===== src/core/phy_status_summary_pkg.sv =====
// constants, field layout and types for the link status summary register
package phy_status_summary_pkg;

    // ------------------------------------------------------------------
    // register map
    // ------------------------------------------------------------------
    localparam logic [4:0]  STATUS_SUMMARY_ADDR  = 5'h1A;
    localparam logic [15:0] STATUS_SUMMARY_RESET = 16'h0300;

    // ------------------------------------------------------------------
    // field positions
    // ------------------------------------------------------------------
    localparam int POS_STANDBY       = 15;
    localparam int POS_ROLE_FAULT    = 14;
    localparam int POS_PARDET_FAULT  = 13;
    localparam int POS_NEG_DONE      = 12;
    localparam int POS_PAIR_SWAP     = 11;
    localparam int POS_POL_FLIPPED   = 10;
    localparam int POS_SPEED_HI      = 9;
    localparam int POS_SPEED_LO      = 7;
    localparam int POS_LINK_UP       = 6;
    localparam int POS_TX_EN         = 5;
    localparam int POS_RX_DV         = 4;
    localparam int POS_COLLISION     = 3;
    localparam int POS_BOTH_NEG      = 2;
    localparam int POS_PAUSE         = 1;
    localparam int POS_ASYM_PAUSE    = 0;

    // ------------------------------------------------------------------
    // resolved speed/duplex codes
    // ------------------------------------------------------------------
    localparam logic [2:0] SPD_1000_FD   = 3'h5;
    localparam logic [2:0] SPD_1000_HD   = 3'h4;
    localparam logic [2:0] SPD_100_FD    = 3'h3;
    localparam logic [2:0] SPD_100_HD    = 3'h2;
    localparam logic [2:0] SPD_10_FD     = 3'h1;
    localparam logic [2:0] SPD_10_HD     = 3'h0;
    localparam logic [2:0] SPD_RESET     = 3'h6;

    // ------------------------------------------------------------------
    // management frame layout
    // ------------------------------------------------------------------
    localparam logic [5:0] PREAMBLE_BITS = 6'h20;
    localparam logic [3:0] ADDR_BITS     = 4'hA;
    localparam logic [3:0] DATA_LAST     = 4'hF;
    localparam logic [1:0] OP_READ       = 2'h2;
    localparam logic [1:0] OP_WRITE      = 2'h1;
    localparam logic [4:0] PHY_ADDR_DEF  = 5'h00;

    // ------------------------------------------------------------------
    // types
    // ------------------------------------------------------------------
    typedef struct packed {
        logic       standby_indicator;
        logic       role_resolution_fault;
        logic       parallel_detect_fault;
        logic       negotiation_complete;
        logic       pair_swap_fixed;
        logic       ten_meg_polarity_flipped;
        logic [2:0] resolved_speed_duplex;
        logic       link_up;
        logic       tx_en;
        logic       rx_dv;
        logic       collision;
        logic       local_neg_able;
        logic       partner_neg_able;
        logic       partner_pause_capability;
        logic       partner_asym_capability;
    } status_src_t;

    typedef enum logic [6:0] {
        ST_PRE   = 7'b000_0001,
        ST_START = 7'b000_0010,
        ST_OP    = 7'b000_0100,
        ST_ADDR  = 7'b000_1000,
        ST_TA    = 7'b001_0000,
        ST_DATA  = 7'b010_0000,
        ST_WAIT  = 7'b100_0000
    } mgmt_state_t;

endpackage


===== src/core/phy_status_summary.sv =====
// link status summary register with its management-interface read port
`timescale 1ns/1ps
`default_nettype none

// Contract
// - standby bit reads 1 in standby; no link attempt is made then.
// - role fault mirror always copies its source; reading never clears it.
// - parallel-detect fault mirror copies its source; reading never clears it.
// - negotiation-done mirror copies completion flag; reading never clears it.
// - pair swap flag reads 1 when pairs 0 and 1 were swapped.
// - 10 Mb polarity flag reads 1 when received polarity is inverted.
// - speed/duplex field shows resolved technology once link is up; 0x6 after reset.
// - speed codes: 5/4 gigabit full/half, 3/2 100 Mb, 1/0 10 Mb; 6,7 reserved.
// - link up flag follows link established state.
// - transmit enable mirror reads 1 while MAC transmit enable is asserted.
// - receive valid mirror reads 1 while receive data valid is asserted.
// - collision mirror reads 1 while collision is asserted.
// - both-ends-negotiate reads 1 only when both ends can negotiate.
// - partner pause flag matches partner pause capability.
// - partner asymmetric pause flag matches partner asymmetric capability.
// - register sits at address 0x1A and reads 0x0300 after reset.
module phy_status_summary
    import phy_status_summary_pkg::*;
#(
    parameter logic [4:0] PHY_ADDR = PHY_ADDR_DEF
) (
    // clock and reset
    input  wire logic        clk_sys,
    input  wire logic        rst_n,
    // live status sources, same clock domain
    input  wire status_src_t status_src,
    // management interface pins
    input  wire logic        mdc,
    input  wire logic        mdio_i,
    output var  logic        mdio_o,
    output var  logic        mdio_oe_n,
    // status word and standby consequence
    output var  logic [15:0] status_word,
    output var  logic        link_attempt_en
);

    // ------------------------------------------------------------------
    // reset release
    // ------------------------------------------------------------------
    logic rst_s1_q;
    logic rst_sync_n;

    always_ff @(posedge clk_sys or negedge rst_n) begin
        if (!rst_n) begin
            rst_s1_q   <= 1'b0;
            rst_sync_n <= 1'b0;
        end else begin
            rst_s1_q   <= 1'b1;
            rst_sync_n <= rst_s1_q;
        end
    end

    // ------------------------------------------------------------------
    // pin synchronisers
    // ------------------------------------------------------------------
    logic mdc_s1_q;
    logic mdc_s2_q;
    logic mdc_s3_q;
    logic mdio_s1_q;
    logic mdio_s2_q;

    always_ff @(posedge clk_sys or negedge rst_sync_n) begin
        if (!rst_sync_n) begin
            mdc_s1_q  <= 1'b0;
            mdc_s2_q  <= 1'b0;
            mdc_s3_q  <= 1'b0;
            mdio_s1_q <= 1'b1;
            mdio_s2_q <= 1'b1;
        end else begin
            mdc_s1_q  <= mdc;
            mdc_s2_q  <= mdc_s1_q;
            mdc_s3_q  <= mdc_s2_q;
            mdio_s1_q <= mdio_i;
            mdio_s2_q <= mdio_s1_q;
        end
    end

    wire logic mdc_rise = mdc_s2_q & ~mdc_s3_q;
    wire logic bit_in   = mdio_s2_q;

    // ------------------------------------------------------------------
    // status word assembly
    // ------------------------------------------------------------------
    function automatic logic speed_code_valid(input logic [2:0] code);
        speed_code_valid = (code <= SPD_1000_FD);
    endfunction

    logic [2:0]  speed_q;
    logic [2:0]  speed_d;
    logic [15:0] status_d;

    // code holds its reset value until a link has resolved; reserved codes are never latched
    assign speed_d = (status_src.link_up && speed_code_valid(status_src.resolved_speed_duplex))
                   ? status_src.resolved_speed_duplex : speed_q;

    always_comb begin
        status_d                            = 16'h0000;
        status_d[POS_STANDBY]               = status_src.standby_indicator;
        status_d[POS_ROLE_FAULT]            = status_src.role_resolution_fault;
        status_d[POS_PARDET_FAULT]          = status_src.parallel_detect_fault;
        status_d[POS_NEG_DONE]              = status_src.negotiation_complete;
        status_d[POS_PAIR_SWAP]             = status_src.pair_swap_fixed;
        status_d[POS_POL_FLIPPED]           = status_src.ten_meg_polarity_flipped;
        status_d[POS_SPEED_HI:POS_SPEED_LO] = speed_d;
        status_d[POS_LINK_UP]               = status_src.link_up;
        status_d[POS_TX_EN]                 = status_src.tx_en;
        status_d[POS_RX_DV]                 = status_src.rx_dv;
        status_d[POS_COLLISION]             = status_src.collision;
        status_d[POS_BOTH_NEG]              = status_src.local_neg_able
                                            & status_src.partner_neg_able;
        status_d[POS_PAUSE]                 = status_src.partner_pause_capability;
        status_d[POS_ASYM_PAUSE]            = status_src.partner_asym_capability;
    end

    // sources are only sampled, never written back, so no read can clear them
    always_ff @(posedge clk_sys or negedge rst_sync_n) begin
        if (!rst_sync_n) begin
            speed_q         <= SPD_RESET;
            status_word     <= STATUS_SUMMARY_RESET;
            link_attempt_en <= 1'b1;
        end else begin
            speed_q         <= speed_d;
            status_word     <= status_d;
            link_attempt_en <= ~status_src.standby_indicator;
        end
    end

    // ------------------------------------------------------------------
    // management frame receiver and read responder
    // ------------------------------------------------------------------
    mgmt_state_t state_q;
    logic [5:0]  pre_cnt_q;
    logic [3:0]  bit_cnt_q;
    logic [1:0]  op_q;
    logic [9:0]  addr_q;
    logic [15:0] shadow_q;

    wire logic [9:0] addr_next = {addr_q[8:0], bit_in};
    wire logic       pre_full  = (pre_cnt_q == PREAMBLE_BITS);
    // only a read of our own address at our phy address is answered
    wire logic       read_hit  = (op_q == OP_READ)
                               && (addr_q[9:5] == PHY_ADDR)
                               && (addr_q[4:0] == STATUS_SUMMARY_ADDR);

    always_ff @(posedge clk_sys or negedge rst_sync_n) begin
        if (!rst_sync_n) begin
            state_q   <= ST_PRE;
            pre_cnt_q <= 6'h00;
            bit_cnt_q <= 4'h0;
            op_q      <= 2'h0;
            addr_q    <= 10'h000;
            shadow_q  <= STATUS_SUMMARY_RESET;
            mdio_o    <= 1'b1;
            mdio_oe_n <= 1'b1;
        end else if (mdc_rise) begin
            case (state_q)
                ST_PRE: begin
                    if (bit_in) begin
                        pre_cnt_q <= pre_full ? pre_cnt_q : pre_cnt_q + 6'h01;
                    end else if (pre_full) begin
                        state_q <= ST_START;
                    end else begin
                        pre_cnt_q <= 6'h00;
                    end
                end
                ST_START: begin
                    state_q   <= bit_in ? ST_OP : ST_PRE;
                    pre_cnt_q <= 6'h00;
                    bit_cnt_q <= 4'h0;
                end
                ST_OP: begin
                    op_q      <= {op_q[0], bit_in};
                    bit_cnt_q <= bit_cnt_q + 4'h1;
                    if (bit_cnt_q == 4'h1) begin
                        state_q   <= ST_ADDR;
                        bit_cnt_q <= 4'h0;
                    end
                end
                ST_ADDR: begin
                    addr_q    <= addr_next;
                    bit_cnt_q <= bit_cnt_q + 4'h1;
                    if (bit_cnt_q == ADDR_BITS - 4'h1) begin
                        state_q   <= ST_TA;
                        bit_cnt_q <= 4'h0;
                        // snapshot so every bit of one read comes from the same cycle
                        shadow_q  <= status_word;
                    end
                end
                ST_TA: begin
                    bit_cnt_q <= bit_cnt_q + 4'h1;
                    if (bit_cnt_q == 4'h0) begin
                        mdio_o    <= 1'b0;
                        mdio_oe_n <= ~read_hit;
                    end else begin
                        mdio_o    <= shadow_q[15];
                        shadow_q  <= {shadow_q[14:0], 1'b0};
                        state_q   <= ST_DATA;
                        bit_cnt_q <= 4'h0;
                    end
                end
                ST_DATA: begin
                    // write data is clocked through and dropped
                    bit_cnt_q <= bit_cnt_q + 4'h1;
                    if (bit_cnt_q == DATA_LAST) begin
                        mdio_o    <= 1'b1;
                        mdio_oe_n <= 1'b1;
                        state_q   <= ST_WAIT;
                    end else begin
                        mdio_o    <= shadow_q[15];
                        shadow_q  <= {shadow_q[14:0], 1'b0};
                    end
                end
                ST_WAIT: begin
                    state_q   <= ST_PRE;
                    pre_cnt_q <= bit_in ? 6'h01 : 6'h00;
                end
                default: begin
                    state_q   <= ST_PRE;
                    pre_cnt_q <= 6'h00;
                    mdio_oe_n <= 1'b1;
                end
            endcase
        end
    end

endmodule

`default_nettype wire


===== config.mk =====
export PLATFORM = sky130hd
export DESIGN_NAME = phy_status_summary
export DESIGN_NICKNAME = d
export VERILOG_FILES = /design/src/core/phy_status_summary_pkg.sv /design/src/core/phy_status_summary.sv
export SDC_FILE = /design/constraint.sdc
export NUM_CORES = 1
export LEC_CHECK = 0
export BUFFER_PORTS_ARGS = -buffer_cell sky130_fd_sc_hd__buf_2
export CORE_MARGIN = 5
export CORE_UTILIZATION = 45
export CTS_CLUSTER_SIZE = 16
export DETAILED_ROUTE_END_ITERATION = 16
export GPL_ROUTABILITY_DRIVEN = 0
export SLEW_MARGIN = 0
export SYNTH_ARGS = -nofsm -noshare
export SYNTH_HDL_FRONTEND = slang
export SYNTH_SLANG_ARGS = --single-unit

===== constraint.sdc =====
create_clock -name clk_sys -period 6 [get_ports clk_sys]
set_clock_uncertainty 0.2 [all_clocks]
set_input_delay 1.2 -clock clk_sys [delete_from_list [all_inputs] [get_ports clk_sys]]
set_output_delay 1.2 -clock clk_sys [all_outputs]
set_load 0.05 [all_outputs]

==> run summary <==
Global-route wire length before repair -> 11300 um
Slowest cell delay on critical path -> 0.99 ns
I/O Buffers -> 39
Setup CP Type -> register to register
Status -> complete, no violations
Area Overhead vs Synth -> 14.0%
Final instance area -> 3850 um2
Final Max Tran Viols -> 0
Fin Setup TNS -> 0 ns
Worst-Skew Late Latency -> 0.34 ns
Post-Syn Area per Cell -> 12.3 um2
Setup ws final -> 2.75 ns
Slowest-stage cell, CP -> a211oi_4
Diode count -> 0
Largest net degree at the start of global routing -> 70
Clk slew on worst S/H paths -> 0.07 ns
Multi-input gate area -> 1480 um2
Hold Fails Final Rpt -> 0
Pre-CTS WS -> 2.76 ns
Hpwl dp -> 4380 um
Final critical-path share of the clock period -> 0.541
Resized Gates After CTS -> 0
Die X -> 96.7 um
Row cnt -> 31
Initial antenna violation count -> 0
# hold bufs at CTS -> 0
CORE AREA -> 7290 um2
GR Overflow Total -> 0
H-Tree Level Count -> 3
Clk sink count -> 71
Vias in the first global route -> 2357
DR WL/cell -> 15.1 um
Critical-path cell list -> nor3_2 > nand3_4 > a211oi_4 > mux2_2
Flip-flop and latch area -> 1790 um2
FILL cells -> 661
Peak Freq -> 308 MHz
Drt via density -> 5.28
Max-Cap Viols -> 0
Drt pass-1 iters -> 4
Fin crit period -> 3.25 ns
Hold Path Class -> register to register
#FFs+latches synth -> 71
Leak -> 1.72 nW
Share of cells above drive strength 1 -> 0.389
Mapped cell area -> 3380 um2
Arr. time, crit path -> 3.27 ns
Crit path max fanout -> 19
Setup crit start kind -> register
Post-synth EDFFs -> 0
Kind of cell adding the most delay to the critical path -> simple AND/OR/NAND/NOR gates
Unrepaired setup endpoints after global routing -> no
Die Ht -> 96.7 um
All-Layer GR Usage -> 0.147
DRC violations left -> 0
Placed Area -> 3630 um2
Worst Setup End Kind -> register
Post-CTS setup buffers -> 0
Initial core utilization -> 0.464
CTS tree -> yes
Async SR Flop Fraction -> 1.00
Inserted Clock Buffers -> 9
Routed Antenna Nets -> 0
VDD IR max -> 172 uV
Finish-stage setup viols -> 0
Worst-Margin Slew -> 1.04 ns
Starting DRT DRC Count -> 91
CP Buf/Inv Count -> 0
Relative slew slack -> 0.307
CTS Buffer Depth -> 2
Netlist cell types -> 58
Routed wire length -> 6330 um
Ys flop type -> dfrtp_1
Mapped Cells -> 274
Synth warn -> 0
Fin nets -> 340
I/O pin total -> 40
DIE AREA -> 9350 um2
Cell area power density -> 364 nW/um2
Root Buffer -> clkbuf_8
Critical Path RT -> 6.02 ns
Total vias in the final route -> 2205
Sequential area share after synthesis -> 0.529
Syn_nets -> 300
-- Yosys cell counts, types with 2 or more instances --
cell type | count | area [um2]
dfrtp_1 | 61 | 1530
mux2_2 | 35 | 394
o21ai_0 | 18 | 90.1
nand2_1 | 16 | 60.1
nor2_1 | 15 | 56.3
dfstp_2 | 10 | 263
inv_1 | 10 | 37.5
mux2_4 | 9 | 135
nand3_1 | 7 | 35.0
nor2b_1 | 6 | 37.5
nor3_1 | 6 | 30.0
o31ai_1 | 6 | 45.0
ha_1 | 5 | 62.6
a21oi_1 | 3 | 15.0
and2_1 | 3 | 18.8
buf_4 | 3 | 22.5
buf_6 | 3 | 33.8
clkbuf_1 | 3 | 11.3
nand2b_1 | 3 | 18.8
nor3b_1 | 3 | 22.5
nor4b_2 | 3 | 45.0
o2bb2ai_1 | 3 | 26.3
a31oi_1 | 2 | 12.5
and3_1 | 2 | 12.5
nand4_1 | 2 | 12.5
nand4b_1 | 2 | 17.5
nor4b_1 | 2 | 17.5
o211ai_1 | 2 | 15.0
xor2_1 | 2 | 17.5
-- state kept, by name, indices dropped and copies added, names as in the netlist --
register,count
addr_q,10
bit_cnt_q,4
bit_in,1
link_attempt_en,1
mdc_s1_q,1
mdc_s2_q,1
mdc_s3_q,1
mdio_o,1
mdio_oe_n,1
mdio_s1_q,1
op_q,2
pre_cnt_q,6
rst_s1_q,1
rst_sync_n,1
shadow_q,16
speed_q,2
state_q,7
status_word,14
-- final timing paths --
check	slack, ns	endpoint	cells after the start	from
setup / recovery	2.75	shadow_q[4]	4	state_q[1]
min in group asynchronous	0.25	status_word[4]	1	rst_sync_n
hold / removal	0.15	rst_sync_n	0	rst_s1_q
setup reg to reg	2.75	shadow_q[4]	4	state_q[1]
max in group asynchronous	4.79	state_q[1]	1	rst_sync_n
hold reg to reg	0.15	rst_sync_n	0	rst_s1_q
-- per-layer routing --
layer | GRT usage | vias up | share of wire
met5 | 0 | - | 0
met2 | 0.230 | 50 | 0.47
met1 | 0.191 | 1073 | 0.46
li1 | - | 1073 | -
met4 | 0.0497 | 0 | 0.017
met3 | 0.0518 | 9 | 0.052
-- per-stage QoR --
stage | util | hold WS (ns) | cells | power, mW
2_1_floorplan | - | 0.131 | 274 | 0.923
3_3_place_gp | 0.498 | 0.136 | 402 | 0.982
3_5_place_dp | 0.498 | 0.135 | 402 | 0.988
4_1_cts | 0.529 | 0.153 | 418 | 1.42
5_1_grt | 0.529 | 0.169 | 418 | 1.50
6_report | 0.529 | 0.150 | 418 | 1.40
-- logic make-up after synthesis --
| group | Yosys count | synth area share |
|---|---|---|
| AND/OR/NAND/NOR | 81 | 0.149 |
| flip-flops | 71 | 0.529 |
| AO/OA/AOI/OAI | 47 | 0.0988 |
| multiplexers | 45 | 0.160 |
| buffers and inverters | 21 | 0.0337 |
| adder cells (fa/ha/maj) | 5 | 0.0185 |
| XOR/XNOR | 3 | 0.00999 |
| other | 1 | 0.00111 |
-- cell usage in the layout (no fill, tap or decap), drive strengths merged, types with 3 or more instances in the layout --
cell     instances
dfstp           10
nor3             7
dfrtp           61
o21ai           20
nor2            15
and2             3
mux2            44
inv             10
nand2           16
ha               5
clkbuf          11
buf             40
nand3            8
nor3b            3
nand2b           3
xor2             3
o31ai            6
nor2b            6
nor4b            6
o2bb2ai          3
a21oi            3
-- where the power goes --
part / internal, mW / switching, mW / total, mW
clock network: 0.246 / 0.180 / 0.426
logic: 0.160 / 0.198 / 0.358
registers: 0.549 / 0.0701 / 0.620
-- cell type report --
cell class | instances | area share
Timing Repair Buffer | 40 | 0.0526
Multi-Input combinational cell | 182 | 0.383
Tap cell | 99 | 0.0321
Clock buffer | 11 | 0.0367
Clock inverter | 5 | 0.0211
Inverter | 10 | 0.00974
Sequential cell | 71 | 0.464
(Power assumes the default switching activity.)
